### config.mk
export PLATFORM = sky130hd
export DESIGN_NAME = host_port_status_flags
export DESIGN_NICKNAME = d
export VERILOG_FILES = /design/src/host_port_pkg.sv /design/src/host_port_status_flags.sv
export SDC_FILE = /design/constraint.sdc
export NUM_CORES = 1
export LEC_CHECK = 0
export BUFFER_PORTS_ARGS = -buffer_cell sky130_fd_sc_hd__buf_2
export CAP_MARGIN = 20
export CORE_UTILIZATION = 60
export CTS_CLUSTER_SIZE = 28
export DETAILED_ROUTE_END_ITERATION = 12
export GPL_ROUTABILITY_DRIVEN = 0
export PLACE_DENSITY = 0.88
export SLEW_MARGIN = 5
export SYNTH_ARGS = -nofsm -noshare
export SYNTH_HDL_FRONTEND = slang
export SYNTH_SLANG_ARGS = --single-unit
### constraint.sdc
create_clock -name clk_sys -period 1.8 [get_ports clk_sys]
set_input_delay 0.18 -clock clk_sys [delete_from_list [all_inputs] [get_ports clk_sys]]
set_output_delay 0.18 -clock clk_sys [all_outputs]
set_load 0.02 [all_outputs]
### src/host_port_pkg.sv
// package: constants and carriers for the host port status flags
package host_port_pkg;

	// ---------------------------------------------------------------
	// host i/o address decode
	// ---------------------------------------------------------------
	localparam logic [11:0] HOST_ADDR_BASE  = 12'h006;
	localparam logic [3:0]  LOW_OUT_DATA1   = 4'h0;
	localparam logic [3:0]  LOW_STATUS1     = 4'h4;
	localparam logic [3:0]  LOW_STATUS2     = 4'h6;
	localparam int          CHAN_SEL_BIT    = 1;
	localparam int          CMD_ADDR_BIT    = 2;

	// ---------------------------------------------------------------
	// status register layout
	// ---------------------------------------------------------------
	localparam int          STATUS_WIDTH    = 8;
	localparam logic [7:0]  STATUS_RESET    = 8'h00;
	localparam int          BIT_OUT_FULL    = 0;
	localparam int          BIT_IN_FULL     = 1;
	localparam int          BIT_CMD_MARK    = 3;
	localparam logic [7:0]  USER_BITS_MASK  = 8'hF4;
	localparam int          NUM_CHANNELS    = 2;

	// ---------------------------------------------------------------
	// slave processor register selects
	// ---------------------------------------------------------------
	localparam logic [1:0]  SLV_SEL_STATUS  = 2'h0;
	localparam logic [1:0]  SLV_SEL_IN_DATA = 2'h1;
	localparam logic [1:0]  SLV_SEL_OUT_DAT = 2'h2;

	// host i/o cycle as seen by the block
	typedef struct packed {
		logic        rd;
		logic        wr;
		logic [15:0] addr;
		logic [7:0]  wdata;
	} host_cycle_t;

	// slave processor register access
	typedef struct packed {
		logic       rd;
		logic       wr;
		logic       chan;
		logic [1:0] sel;
		logic [7:0] wdata;
	} slave_access_t;

endpackage

### src/host_port_status_flags.sv
// file: mailbox status flags for two host port channels
// ---------------------------------------------------------------
// status flags and host read decode
// ---------------------------------------------------------------
module host_port_status_flags
	import host_port_pkg::*;
(
	// clock, reset, enable
	input  wire logic          clk_sys,
	input  wire logic          rstn,
	input  wire logic          clkEn,
	// host i/o cycles, already in clk_sys domain
	input  wire host_cycle_t   hostCycle,
	output logic [7:0]         hostRdata,
	output logic               hostRvalid,
	// slave processor access
	input  wire slave_access_t slaveAcc,
	output logic [7:0]         slaveRdata,
	// interrupt requests to slave processor
	output logic [NUM_CHANNELS-1:0] inboundIrq
);

	// ---------------------------------------------------------------
	// state
	// ---------------------------------------------------------------
	logic [7:0] status      [NUM_CHANNELS];
	logic [7:0] inData      [NUM_CHANNELS];
	logic [7:0] outData     [NUM_CHANNELS];
	logic       hostInRange;
	logic       hostWrChan  [NUM_CHANNELS];
	logic       hostOutRd   [NUM_CHANNELS];
	logic       slvInRd     [NUM_CHANNELS];
	logic       slvOutWr    [NUM_CHANNELS];
	logic       slvStatWr   [NUM_CHANNELS];
	logic       hitOut1;
	logic       hitStat1;
	logic       hitStat2;

	// host address decode
	assign hostInRange = (hostCycle.addr[15:4] == HOST_ADDR_BASE) && !hostCycle.addr[3]
		&& !hostCycle.addr[0];
	assign hitOut1  = hostCycle.rd && (hostCycle.addr[15:4] == HOST_ADDR_BASE)
		&& (hostCycle.addr[3:0] == LOW_OUT_DATA1);
	assign hitStat1 = hostCycle.rd && (hostCycle.addr[15:4] == HOST_ADDR_BASE)
		&& (hostCycle.addr[3:0] == LOW_STATUS1);
	assign hitStat2 = hostCycle.rd && (hostCycle.addr[15:4] == HOST_ADDR_BASE)
		&& (hostCycle.addr[3:0] == LOW_STATUS2);

	// ---------------------------------------------------------------
	// per channel flags and data
	// ---------------------------------------------------------------
	for (genvar c = 0; c < NUM_CHANNELS; c++) begin : g_chan
		logic chanMatch;
		logic slvHere;
		assign chanMatch    = hostInRange && (hostCycle.addr[CHAN_SEL_BIT] == 1'(c));
		assign hostWrChan[c] = hostCycle.wr && chanMatch;
		assign hostOutRd[c]  = hostCycle.rd && chanMatch && !hostCycle.addr[CMD_ADDR_BIT];
		assign slvHere      = (slaveAcc.chan == 1'(c));
		assign slvInRd[c]   = slaveAcc.rd && slvHere && (slaveAcc.sel == SLV_SEL_IN_DATA);
		assign slvOutWr[c]  = slaveAcc.wr && slvHere && (slaveAcc.sel == SLV_SEL_OUT_DAT);
		assign slvStatWr[c] = slaveAcc.wr && slvHere && (slaveAcc.sel == SLV_SEL_STATUS);

		// host data byte capture
		always_ff @(posedge clk_sys or negedge rstn) begin
			if (!rstn) begin
				inData[c] <= 8'h00;
			end else if (clkEn && hostWrChan[c]) begin
				inData[c] <= hostCycle.wdata;
			end
		end

		// slave output byte
		always_ff @(posedge clk_sys or negedge rstn) begin
			if (!rstn) begin
				outData[c] <= 8'h00;
			end else if (clkEn && slvOutWr[c]) begin
				outData[c] <= slaveAcc.wdata;
			end
		end

		// user bits, writable by slave only
		always_ff @(posedge clk_sys or negedge rstn) begin
			if (!rstn) begin
				status[c][7:4] <= STATUS_RESET[7:4];
				status[c][2]   <= STATUS_RESET[2];
			end else if (clkEn && slvStatWr[c]) begin
				status[c][7:4] <= slaveAcc.wdata[7:4];
				status[c][2]   <= slaveAcc.wdata[2];
			end
		end

		// command marker: address bit two, 1 = command, 0 = data
		always_ff @(posedge clk_sys or negedge rstn) begin
			if (!rstn) begin
				status[c][BIT_CMD_MARK] <= STATUS_RESET[BIT_CMD_MARK];
			end else if (clkEn && hostWrChan[c]) begin
				status[c][BIT_CMD_MARK] <= hostCycle.addr[CMD_ADDR_BIT];
			end
		end

		// inbound full: host write sets, slave read clears, set wins
		always_ff @(posedge clk_sys or negedge rstn) begin
			if (!rstn) begin
				status[c][BIT_IN_FULL] <= STATUS_RESET[BIT_IN_FULL];
			end else if (clkEn) begin
				if (hostWrChan[c]) begin
					status[c][BIT_IN_FULL] <= 1'b1;
				end else if (slvInRd[c]) begin
					status[c][BIT_IN_FULL] <= 1'b0;
				end
			end
		end

		// outbound full: slave write sets, host read or zero write clears
		always_ff @(posedge clk_sys or negedge rstn) begin
			if (!rstn) begin
				status[c][BIT_OUT_FULL] <= STATUS_RESET[BIT_OUT_FULL];
			end else if (clkEn) begin
				if (slvOutWr[c]) begin
					status[c][BIT_OUT_FULL] <= 1'b1;
				end else if (hostOutRd[c]) begin
					status[c][BIT_OUT_FULL] <= 1'b0;
				end else if (slvStatWr[c] && !slaveAcc.wdata[BIT_OUT_FULL]) begin
					status[c][BIT_OUT_FULL] <= 1'b0;
				end
			end
		end

		// interrupt request mirrors inbound full
		always_ff @(posedge clk_sys or negedge rstn) begin
			if (!rstn) begin
				inboundIrq[c] <= 1'b0;
			end else if (clkEn) begin
				inboundIrq[c] <= hostWrChan[c] | (status[c][BIT_IN_FULL] & ~slvInRd[c]);
			end
		end
	end

	// ---------------------------------------------------------------
	// host read data
	// ---------------------------------------------------------------
	always_ff @(posedge clk_sys or negedge rstn) begin
		if (!rstn) begin
			hostRdata  <= 8'h00;
			hostRvalid <= 1'b0;
		end else if (clkEn) begin
			hostRvalid <= hostCycle.rd;
			if (hitStat1) begin
				hostRdata <= status[0];
			end else if (hitStat2) begin
				hostRdata <= status[1];
			end else if (hostOutRd[0] || hostOutRd[1]) begin
				hostRdata <= hostOutRd[0] ? outData[0] : outData[1];
			end else begin
				hostRdata <= 8'h00;
			end
		end
	end

	// ---------------------------------------------------------------
	// slave read data
	// ---------------------------------------------------------------
	always_ff @(posedge clk_sys or negedge rstn) begin
		if (!rstn) begin
			slaveRdata <= 8'h00;
		end else if (clkEn && slaveAcc.rd) begin
			unique case (slaveAcc.sel)
				SLV_SEL_STATUS:  slaveRdata <= status[slaveAcc.chan];
				SLV_SEL_IN_DATA: slaveRdata <= inData[slaveAcc.chan];
				SLV_SEL_OUT_DAT: slaveRdata <= outData[slaveAcc.chan];
				default:         slaveRdata <= 8'h00;
			endcase
		end
	end

	// ---------------------------------------------------------------
	// checks
	// ---------------------------------------------------------------
	property p_rst_zero;
		@(posedge clk_sys) $rose(rstn) |-> (status[0] == STATUS_RESET && status[1] == STATUS_RESET);
	endproperty
	a_rst_zero: assert property (p_rst_zero) else $error("status not zero after reset");

	property p_ibf_set;
		@(posedge clk_sys) disable iff (!rstn) clkEn && hostWrChan[0] |=> status[0][BIT_IN_FULL];
	endproperty
	a_ibf_set: assert property (p_ibf_set) else $error("inbound full not set");

	property p_ibf_clr;
		@(posedge clk_sys) disable iff (!rstn)
			clkEn && slvInRd[0] && !hostWrChan[0] |=> !status[0][BIT_IN_FULL];
	endproperty
	a_ibf_clr: assert property (p_ibf_clr) else $error("inbound full not cleared");

	property p_obf_set;
		@(posedge clk_sys) disable iff (!rstn) clkEn && slvOutWr[1] |=> status[1][BIT_OUT_FULL];
	endproperty
	a_obf_set: assert property (p_obf_set) else $error("outbound full not set");

	property p_obf_hostclr;
		@(posedge clk_sys) disable iff (!rstn)
			clkEn && hostOutRd[0] && !slvOutWr[0] |=> !status[0][BIT_OUT_FULL];
	endproperty
	a_obf_hostclr: assert property (p_obf_hostclr) else $error("outbound full kept on read");

	property p_obf_one_write;
		@(posedge clk_sys) disable iff (!rstn)
			clkEn && slvStatWr[0] && slaveAcc.wdata[0] && !hostOutRd[0] && !slvOutWr[0]
			|=> status[0][BIT_OUT_FULL] == $past(status[0][BIT_OUT_FULL]);
	endproperty
	a_obf_one_write: assert property (p_obf_one_write) else $error("one write moved flag");

	property p_cmd_mark;
		@(posedge clk_sys) disable iff (!rstn)
			clkEn && hostWrChan[1] |=> status[1][BIT_CMD_MARK] == $past(hostCycle.addr[2]);
	endproperty
	a_cmd_mark: assert property (p_cmd_mark) else $error("command marker wrong");

	property p_stat1_read;
		@(posedge clk_sys) disable iff (!rstn)
			clkEn && hitStat1 |=> hostRdata == $past(status[0]) && hostRvalid;
	endproperty
	a_stat1_read: assert property (p_stat1_read) else $error("status one read wrong");

	property p_stat2_read;
		@(posedge clk_sys) disable iff (!rstn)
			clkEn && hitStat2 |=> hostRdata == $past(status[1]);
	endproperty
	a_stat2_read: assert property (p_stat2_read) else $error("status two read wrong");

	property p_out1_read;
		@(posedge clk_sys) disable iff (!rstn)
			clkEn && hitOut1 |=> hostRdata == $past(outData[0]);
	endproperty
	a_out1_read: assert property (p_out1_read) else $error("output one read wrong");

	// ---------------------------------------------------------------
	// further checks on both channels and on flag stability
	// ---------------------------------------------------------------
	property p_ibf_set2;
		@(posedge clk_sys) disable iff (!rstn) clkEn && hostWrChan[1] |=> status[1][BIT_IN_FULL];
	endproperty
	a_ibf_set2: assert property (p_ibf_set2) else $error("inbound full two not set");

	property p_ibf_clr2;
		@(posedge clk_sys) disable iff (!rstn)
			clkEn && slvInRd[1] && !hostWrChan[1] |=> !status[1][BIT_IN_FULL];
	endproperty
	a_ibf_clr2: assert property (p_ibf_clr2) else $error("inbound full two kept");

	property p_obf_set1;
		@(posedge clk_sys) disable iff (!rstn) clkEn && slvOutWr[0] |=> status[0][BIT_OUT_FULL];
	endproperty
	a_obf_set1: assert property (p_obf_set1) else $error("outbound full one not set");

	property p_obf_zero_clr;
		@(posedge clk_sys) disable iff (!rstn)
			clkEn && slvStatWr[0] && !slaveAcc.wdata[0] && !slvOutWr[0] |=> !status[0][BIT_OUT_FULL];
	endproperty
	a_obf_zero_clr: assert property (p_obf_zero_clr) else $error("zero write kept flag");

	property p_obf_hostclr2;
		@(posedge clk_sys) disable iff (!rstn)
			clkEn && hostOutRd[1] && !slvOutWr[1] |=> !status[1][BIT_OUT_FULL];
	endproperty
	a_obf_hostclr2: assert property (p_obf_hostclr2) else $error("outbound two kept");

	property p_obf_set_wins;
		@(posedge clk_sys) disable iff (!rstn)
			clkEn && slvOutWr[0] && hostOutRd[0] |=> status[0][BIT_OUT_FULL];
	endproperty
	a_obf_set_wins: assert property (p_obf_set_wins) else $error("clear beat set");

	property p_irq_follow;
		@(posedge clk_sys) disable iff (!rstn)
			inboundIrq == {status[1][BIT_IN_FULL], status[0][BIT_IN_FULL]};
	endproperty
	a_irq_follow: assert property (p_irq_follow) else $error("irq differs from flag");

	property p_cmd_mark1;
		@(posedge clk_sys) disable iff (!rstn)
			clkEn && hostWrChan[0] |=> status[0][BIT_CMD_MARK] == $past(hostCycle.addr[CMD_ADDR_BIT]);
	endproperty
	a_cmd_mark1: assert property (p_cmd_mark1) else $error("command marker one wrong");

	property p_cmd_ro;
		@(posedge clk_sys) disable iff (!rstn)
			!(clkEn && hostWrChan[0]) |=> $stable(status[0][BIT_CMD_MARK]);
	endproperty
	a_cmd_ro: assert property (p_cmd_ro) else $error("command marker moved");

	property p_ibf_ro;
		@(posedge clk_sys) disable iff (!rstn)
			!(clkEn && (hostWrChan[0] || slvInRd[0])) |=> $stable(status[0][BIT_IN_FULL]);
	endproperty
	a_ibf_ro: assert property (p_ibf_ro) else $error("inbound full moved");

	property p_user_wr;
		@(posedge clk_sys) disable iff (!rstn) clkEn && slvStatWr[1]
			|=> (status[1] & USER_BITS_MASK) == ($past(slaveAcc.wdata) & USER_BITS_MASK);
	endproperty
	a_user_wr: assert property (p_user_wr) else $error("user bits not written");

	property p_user_hold;
		@(posedge clk_sys) disable iff (!rstn)
			!(clkEn && slvStatWr[0]) |=> $stable(status[0] & USER_BITS_MASK);
	endproperty
	a_user_hold: assert property (p_user_hold) else $error("user bits moved");

	property p_in_data;
		@(posedge clk_sys) disable iff (!rstn)
			clkEn && hostWrChan[0] |=> inData[0] == $past(hostCycle.wdata);
	endproperty
	a_in_data: assert property (p_in_data) else $error("host byte not stored");

	property p_out2_read;
		@(posedge clk_sys) disable iff (!rstn)
			clkEn && hostOutRd[1] |=> hostRdata == $past(outData[1]);
	endproperty
	a_out2_read: assert property (p_out2_read) else $error("output two read wrong");

	property p_rvalid;
		@(posedge clk_sys) disable iff (!rstn) clkEn && hostCycle.rd |=> hostRvalid;
	endproperty
	a_rvalid: assert property (p_rvalid) else $error("read valid missing");

endmodule

-- After elaboration in Yosys (flattened, before gate mapping)
Cells that the tools add are included.
- register bits: 67
- latch bits: 0
- memory bits (writable): 0
- bits in read-only memories: 0
- input port bits: 42
- output and inout bits: 19
- word-level logic and storage cells: 104
- memories kept: 0
- $add $sub $neg: 0
- multipliers: 0
- div/mod/pow operators: 0
- magnitude comparators: 1
- equality and inequality tests: 5
- shift-type cells: 0
- multiplexer cells: 24
- bitwise operators: 9
- reductions and logical operators: 46
- operators with widths (operator ; count):
    8-bit 2-to-1 mux ; 13
    1-bit logical AND ; 32
    8-bit one-hot mux with 3 select lines ; 1
    12-bit by 3-bit equality test with 1-bit output (second input constant) ; 1
    1-bit 2-to-1 mux ; 10
    4-bit by 3-bit equality test with 1-bit output (second input constant) ; 2
    2-bit AND reduction ; 4
    3-bit nonzero test ; 2
    1-bit logical NOT ; 4
    1-bit inverter ; 4
    2-bit nonzero test ; 2
    1-bit AND ; 2
    2-bit by 1-bit equality test with 1-bit output (second input constant) ; 1
    2-bit equality test (second input constant) ; 1
    2-bit greater-or-equal comparator (second input constant) ; 1
    2-bit logical NOT ; 1
    1-bit inverter with 2-bit output ; 1
    1-bit bitwise OR ; 2
    1-bit logical OR ; 1

-- Depth between registers and ports, before layout
Gate-level depths: netlist of run 1.
- word-level depth: 10
- depth in mapped cells: 6
- mapped depth without buffers: 4

-- Worst setup path after synthesis of run 1
No wires, ideal clock.
- path type: input to register
- start: in hostCycle[20] (netlist bit)
- end: reg inData[0] (netlist bit)
- setup time: 125 ps
- arrival time: 1447 ps
- required time: 1675 ps
- slack: 228 ps
- stages on the path: 5
- buffers on the path: 1
- cell sequence: nor4_4 nand4_1 or3_4 buf_6 mux2_4
- cells in the longest elaborated chain, start to end: 6
- ends and longest elaborated chain (what ; line ; text):
    start, declared ; host_port_status_flags.sv:13 ; input wire host_cycle_t hostCycle,
    12-bit by 3-bit equality test with 1-bit output ; host_port_status_flags.sv:40 ; assign hostInRange = (hostCycle.addr[15:4] == HOST_ADDR_BASE) && !hostCycle.addr[3]
    1-bit logical AND ; host_port_status_flags.sv:40 ;
    1-bit logical AND ; host_port_status_flags.sv:41 ; && !hostCycle.addr[0];
    1-bit logical AND ; host_port_status_flags.sv:55 ; assign chanMatch = hostInRange && (hostCycle.addr[CHAN_SEL_BIT] == 1'(c));
    1-bit logical AND ; host_port_status_flags.sv:56 ; assign hostWrChan[c] = hostCycle.wr && chanMatch;
    1-bit logical AND ; host_port_status_flags.sv:67 ; end else if (clkEn && hostWrChan[c]) begin
    end signal, assigned by index ; host_port_status_flags.sv:68 ; inData[c] <= hostCycle.wdata;
    end, declared ; host_port_status_flags.sv:27 ; logic [7:0] inData [NUM_CHANNELS];
Every way passes these cells.
A chain may end at the register's enable or synchronous reset.

-- Worst setup path after layout of run 1
Same ends and word-level chain as after synthesis.

==> qor.csv, run 1 <==
stage,metric,value,unit
finish,diode count,0,
power_and_ir_drop,Leakage,1.96,nW
synth,Synth Register Bits,67,
finish,Area Overhead vs Synth,20.6,%
worst_setup_path,CP startpoint kind,primary input,
worst_setup_path,"CP delay by family, top",simple AND/OR/NAND/NOR gates,
routing,Antenna Violating Nets Remaining,0,
timing,Slew @ Worst Pin,498,ps
worst_setup_path,Critical Path Stages,5,
synth,largest family of logic cells by synthesized area,multiplexers,
power_and_ir_drop,PwrDens,945,nW/um^2
outcome,status,"finished, final reports clean",
synth,Post-synth EDFFs,0,
placed_design,DP Worst Slack,34.9,ps
finish,layout cells sized above 1,0.393,
synth,Synth area leader,dfrtp_1,
worst_setup_path,crit-path max cell delay,520,ps
synth,Synth warnings,0,
floorplanning,Core ar.,5270,um^2
timing,achievable clock frequency,0.720,GHz
global_routing,grt ovf,0,
worst_setup_path,Critical path destination,inData[0],
synth,mux contribution to synthesized area,0.221,
timing,Setup TNS,0,ps
floorplanning,DIE WIDTH,77.0,um
global_routing,pin count of the biggest net entering global routing,48,
finish,Final Cell Area,4070,um^2
routing,1st-iter DRT viols,193,
synth,register area share after synthesis,0.497,
global_routing,GRT Resource Usage Total,0.321,
finish,fillers,359,
finish,multi-input combinational cell area,1590,um^2
routing,highest routing layer actually used,met4,
power_and_ir_drop,maximum VDD drop,0.589,mV
synth,"Top FF cell, synth",dfrtp_1,
routing,drt total wl,8670,um
floorplanning,# rows,26,
synth,Post-Syn Area per Cell,11.2,um^2
routing,routed wire length per instance,19.4,um
finish,Final nets,414,
worst_hold_path,HP Class,primary input to register,
finish,register area,1680,um^2
clock_network,CTS buffer count,9,
synth,mapped cell area,3370,um^2
floorplanning,total I/O pin count,61,
worst_setup_path,reg2reg start,status[15],
synth,Area contributors post-synth,"dfrtp_1, mux2_2, mux2i_1, o21ai_0, nand2_1",
timing,RSZ-0062 raised after global routing,no,
worst_setup_path,critical path type,primary input to register,
synth,Post-Synth XOR/XNOR Area,0,
timing,Slew Limit Headroom,0.667,
finish,final core utilization,0.772,
timing,setup violators final,0,
routing,met3 WL post-DR,662,um
floorplanning,initial core utilization,0.640,
clock_network,Max H-tree Level,3,
synth,Simple-Gate Fraction of Synth Area,0.120,
floorplanning,total die area,5920,um^2
worst_setup_path,reg2reg path depth,4,
timing,Hold Slack,69.5,ps
global_routing,initial antenna violation count,0,
floorplanning,die height,77.0,um
clock_network,Longest Clk Path Bufs,2,
worst_setup_path,slowest CP cell,or3_4,
global_routing,first-pass GRT wire length,14000,um
clock_network,CTS sink count,67,
power_and_ir_drop,Total Power,3.84,mW
worst_setup_path,"critical path, cell by cell",buf_2 -> nor4_4 -> nand4_1 -> or3_4 -> mux2_4,
synth,adder-cell share of the synthesized area,0,
worst_setup_path,CP startpoint,hostCycle[20],
clock_network,clock slew at reported path FFs,80,ps
synth,Synth top area share,0.497,
flow_run,max-cap check violation count,0,
clock_network,clk_lat worst skew,360,ps
worst_setup_path,worst endpoint data arrival time,1640,ps
placed_design,cell count after placement,430,
worst_setup_path,Required @ worst endpoint,2050,ps
clock_network,# resized after CTS,0,
worst_setup_path,WP buf/inv,1,
timing,Clock Skew,12.9,ps
placed_design,port bufs,60,
routing,1st-pass router iterations,5,
synth,cell count after synthesis,301,
synth,count of cell types in the netlist,38,
clock_network,Root Buffer,clkbuf_8,
worst_setup_path,Worst R2R Setup Slack,600,ps
timing,Fin. Hold Viols,0,
worst_setup_path,Critical Path Fanout Max,11,
timing,Final WS setup,412,ps
timing,Tcrit/Tclk final,0.771,
worst_setup_path,RR Endpoint,slaveRdata[7],
synth,Synthesized Nets,343,
routing,Post-route DRC,0,
finish,"Cell Count, Final, Fillers Out",447,
routing,vias per inst,6.12,
synth,Synth Area in Compound Gates,0.131,
timing,fin. max-slew vios,0,
routing,routed via count,2736,
synth,Post-synth ARST share,1.00,
clock_network,CTS tree,yes,
routing,metal2 WL,4200,um
global_routing,number of global-route vias before repair,2730,
worst_setup_path,CP endpoint kind,register,
timing,minimum clock period,1390,ps
routing,metal1 wirelength,3500,um
placed_design,placed instance area,3830,um^2
placed_design,Final HPWL DP,5860,um
==> synthesized netlist by cell type (7+ instances only) <==
| cell type | n |
|---|---|
| mux2i_1 | 13 |
| mux2_4 | 8 |
| o22ai_1 | 11 |
| dfrtp_1 | 67 |
| o21a_1 | 8 |
| nand2_1 | 34 |
| o2bb2ai_1 | 11 |
| a21oi_1 | 7 |
| clkbuf_1 | 11 |
| inv_1 | 7 |
| nor2_1 | 9 |
| mux2_2 | 44 |
| o21ai_0 | 26 |
==> where the power goes <==
| group | internal [mW] | leakage [nW] | switching [mW] |
|---|---|---|---|
| Sequential | 1.67 | 0.876 | 0.134 |
| Clock | 0.817 | 0.108 | 0.621 |
| Combinational | 0.292 | 0.974 | 0.303 |
| Total | 2.78 | 1.96 | 1.06 |
==> layout make-up <==
class / instances / share of cell area
clock buffer: 10 / 0.0338
sequential: 67 / 0.412
multi-input combinational: 210 / 0.392
timing repair buffer: 77 / 0.112
tap: 70 / 0.0215
clock inverter: 6 / 0.0218
inverter: 7 / 0.00646
==> kinds of logic after synthesis <==
logic type / Yosys count
and+or+nand+nor: 75
AOI/OAI and AO/OA: 70
DFF: 67
muxes: 65
buffers and inverters: 24
==> flip-flops by register name, summed over array words and instances (netlist names) <==
register	cells
hostRdata	8
hostRvalid	1
inData	16
inboundIrq	2
outData	16
slaveRdata	8
status	16
==> cell usage in the layout (no fill, tap or decap), drive strengths merged, types with 2 or more instances in the layout <==
cell type,instances
nor4,3
o21a,8
nor2b,5
nor2,10
o21ai,26
nand2,34
mux2i,13
nor3,6
nand4,3
a21oi,7
buf,76
o22ai,11
clkinv,2
clkbuf,10
nand2b,4
mux2,52
o2bb2ai,11
dfrtp,67
clkinvlp,2
inv,7
bufinv,2
o31ai,3
==> how the worst min path moves through the flow <==
stage,startpoint,end,cells past startpoint
2_1_floorplan,rstn,hostRdata[0],0
5_1_grt,hostCycle[4],inData[12],2
3_5_place_dp,rstn,hostRvalid,1
6_report,slaveAcc[3],outData[11],2
4_1_cts,slaveAcc[3],outData[11],2
3_3_place_gp,rstn,outData[9],1
==> per-layer routing <==
layer / global-route usage / up-vias
met1: 0.404 / 1338
met5: 0 / -
met4: 0.210 / 0
met2: 0.506 / 129
li1: - / 1238
met3: 0.0631 / 31
==> what timing repair did <==
| item | CTS | global route |
|---|---|---|
| hold endpoints to repair | 20 | 0 |
| hold buffers | 1 | 0 |
| setup buffers | 0 | 0 |
No activity file was read; power rests on OpenSTA's default activity.
==> inputs of run 2 (changes only) <==
--- a/config.mk
+++ b/config.mk
@@ -7,11 +7,11 @@
 export LEC_CHECK = 0
 export BUFFER_PORTS_ARGS = -buffer_cell sky130_fd_sc_hd__buf_2
 export CAP_MARGIN = 20
-export CORE_UTILIZATION = 60
+export CORE_UTILIZATION = 56
 export CTS_CLUSTER_SIZE = 28
 export DETAILED_ROUTE_END_ITERATION = 12
 export GPL_ROUTABILITY_DRIVEN = 0
-export PLACE_DENSITY = 0.88
+export PLACE_DENSITY = 0.83
 export SLEW_MARGIN = 5
 export SYNTH_ARGS = -nofsm -noshare
 export SYNTH_HDL_FRONTEND = slang
==> constraint.sdc (replaced) <==
create_clock -name clk_sys -period 1.35 [get_ports clk_sys]
set_input_delay 0.135 -clock clk_sys [delete_from_list [all_inputs] [get_ports clk_sys]]
set_output_delay 0.135 -clock clk_sys [all_outputs]
set_load 0.02 [all_outputs]
==> run 2 against run 1 <==
Core utilization decreased by 1.8 points. Wire length decreased by 4.0%. Cell count increased by 2.5%. Sequential cell count unchanged. Sequential share of layout area decreased by 1.8 points. Setup slack got worse by 350 ps. Via count decreased by 3.1%. Non-clock buffer count increased by 9. Clock skew decreased by 4.4 ps. Die area increased by 7.0%. Clock power increased by 44%. Largest power group unchanged.
==> qor.csv, run 2 (same netlist as run 1, synthesis figures left out) <==
stage,metric,value,unit,change
worst_setup_path,Worst R2R Setup Slack,190,ps,-410 ps
timing,minimum clock period,1290,ps,
power_and_ir_drop,sequential share of power,0.459,,-0.012
clock_network,clk_lat worst skew,350,ps,about the same
worst_setup_path,reg2reg path depth,4,,unchanged
routing,drt total wl,8320,um,-4.0%
routing,1st-iter DRT viols,217,,+12%
timing,Setup TNS,0,ps,unchanged
routing,Post-route DRC,0,,unchanged
timing,Clock Skew,8.49,ps,-4.42 ps
floorplanning,total die area,6330,um^2,+7.0%
power_and_ir_drop,Leakage,2.04,nW,+4.2%
worst_setup_path,critical path type,primary input to register,,
worst_setup_path,CP startpoint kind,primary input,,
power_and_ir_drop,Gate power share,0.153,,-0.002
routing,1st-pass router iterations,4,,-1
worst_setup_path,Critical path destination,inData[2],,
power_and_ir_drop,Net Sw Power,1.45,mW,+37%
placed_design,cell count after placement,441,,+2.6%
finish,diode count,0,,unchanged
timing,Tcrit/Tclk final,0.955,,
finish,"Cell Count, Final, Fillers Out",458,,+2.5%
worst_setup_path,RR Endpoint,hostRdata[6],,
clock_network,clock slew at reported path FFs,80,ps,about the same
worst_hold_path,worst min-delay path startpoint,slaveAcc[3],,
routing,Antenna Violating Nets Remaining,0,,unchanged
routing,routed wire length per instance,18.2,um,-6.4%
worst_hold_path,HP Class,primary input to register,,
worst_setup_path,reg2reg start,outData[6],,
finish,Final Cell Area,4250,um^2,+4.6%
placed_design,port bufs,60,,unchanged
power_and_ir_drop,internal power,3.89,mW,+40%
clock_network,post-CTS setup buffer count,0,,unchanged
finish,multi-input combinational cell area,1630,um^2,+2.4%
worst_setup_path,CP endpoint kind,register,,
timing,fin. max-slew vios,0,,unchanged
power_and_ir_drop,Clk network pwr share,0.388,,+0.014
timing,Hold Slack,33.0,ps,-36.4 ps
global_routing,first-pass GRT wire length,13700,um,-2.3%
floorplanning,die height,79.6,um,+3.4%
routing,routed via count,2651,,-3.1%
timing,Slew @ Worst Pin,475,ps,-22.7 ps
routing,vias per inst,5.79,,-5.4%
finish,largest registers,"inData: 16 flops, outData: 16 flops, status: 16 flops",,
floorplanning,total I/O pin count,61,,unchanged
timing,setup violators final,0,,unchanged
worst_setup_path,Required @ worst endpoint,1590,ps,-460 ps
power_and_ir_drop,PwrDens,1260,nW/um^2,+33%
floorplanning,initial core utilization,0.597,,-0.0421
timing,Slew Limit Headroom,0.683,,+0.0159
clock_network,CTS sink count,67,,unchanged
clock_network,Max H-tree Level,3,,unchanged
finish,"most common cell after layout, fill and taps aside",dfrtp_1,,
timing,Fin. Hold Viols,0,,unchanged
global_routing,grt ovf,0,,unchanged
clock_network,CTS buffer count,9,,unchanged
placed_design,Final HPWL DP,6050,um,+3.2%
floorplanning,DIE WIDTH,79.6,um,+3.4%
global_routing,initial antenna violation count,0,,unchanged
clock_network,Longest Clk Path Bufs,2,,unchanged
worst_setup_path,worst endpoint data arrival time,1530,ps,-110 ps
clock_network,Root Buffer,clkbuf_8,,
finish,most frequent cells in the layout,"dfrtp_1, buf_2, mux2_2",,
placed_design,placed instance area,3980,um^2,+3.8%
flow_run,max-cap check violation count,0,,unchanged
floorplanning,# rows,27,,+3.8%
finish,layout cells sized above 1,0.409,,+0.0168
worst_setup_path,CP startpoint,hostCycle[23],,
outcome,status,"finished, final reports clean",,
power_and_ir_drop,maximum VDD drop,0.719,mV,+22%
finish,Area Overhead vs Synth,26.2,%,
finish,register area,1680,um^2,unchanged
global_routing,number of global-route vias before repair,2700,,-1.1%
timing,achievable clock frequency,0.776,GHz,
floorplanning,Core ar.,5640,um^2,+7.1%
worst_setup_path,Critical Path Fanout Max,11,,unchanged
finish,Final nets,423,,+2.2%
finish,fillers,376,,+4.7%
power_and_ir_drop,Net Sw Frac,0.272,,-0.00383
global_routing,GRT Resource Usage Total,0.293,,-0.0289
clock_network,CTS tree,yes,,
global_routing,pin count of the biggest net entering global routing,27,,-44%
-- run 2: cell types whose count changed in the layout (fill, tap and decap cells not counted), sizes merged --
| cell | change |
|---|---|
| buf | +9 |
| inv | +2 |
| bufinv | +1 |
| clkbuf | -1 |
| clkinv | -1 |
| clkinvlp | -1 |
-- run 2: final cells by class --
cell class	count	share of cell area
flip-flops and latches	67	0.394
multi-input cells	210	0.384
repair buffers	86	0.136
clock buffers	9	0.0291
clock inverters	7	0.0291
well taps	72	0.0212
inverters	7	0.00618
-- run 2: repair_timing --
item	CTS	global route
gates resized for setup	0	3
setup endpoints to repair	0	7
hold buffers	1	0
endpoints found under the hold margin	18	0
-- run 2: worst min path at each step --
stage,to,slack (ps),depth (start not counted)
floorplan,hostRdata[0],-160,0
global placement,outData[1],120,1
detailed placement,hostRdata[0],110,1
CTS,outData[3],30,2
global route,outData[9],40,2
finish,outData[11],30,2
-- run 2: power groups by stage --
stage	logic (mW)	clock network [mW]	registers, mW
6_report	0.818	2.07	2.45
5_1_grt	0.905	2.17	2.47
4_1_cts	0.817	2.08	2.44
3_5_place_dp	0.801	0	2.48
3_3_place_gp	0.769	0	2.46
2_1_floorplan	0.468	0	2.43
-- run 2: critical path: stages --
cell and delay (ps):
buf_2 110, nor4_4 280, nand4_1 160, or3_4 510, mux2_4 330
-- run 2: per-layer routing --
metal | wire (um) | GRT usage | vias to the layer above
met4 | 157 | 0.120 | 0
met5 | 0 | 0 | -
met3 | 555 | 0.0526 | 16
li1 | - | - | 1257
met2 | 3970 | 0.456 | 101
met1 | 3630 | 0.403 | 1277
-- run 2: metrics by stage --
step / setup slack (ps) / util / power, mW
2_1_floorplan: -176 / - / 2.90
3_3_place_gp: -303 / 0.705 / 3.22
5_1_grt: -23.5 / 0.754 / 5.55
4_1_cts: 32.5 / 0.750 / 5.34
3_5_place_dp: -336 / 0.705 / 3.28
6_report: 61.0 / 0.754 / 5.34
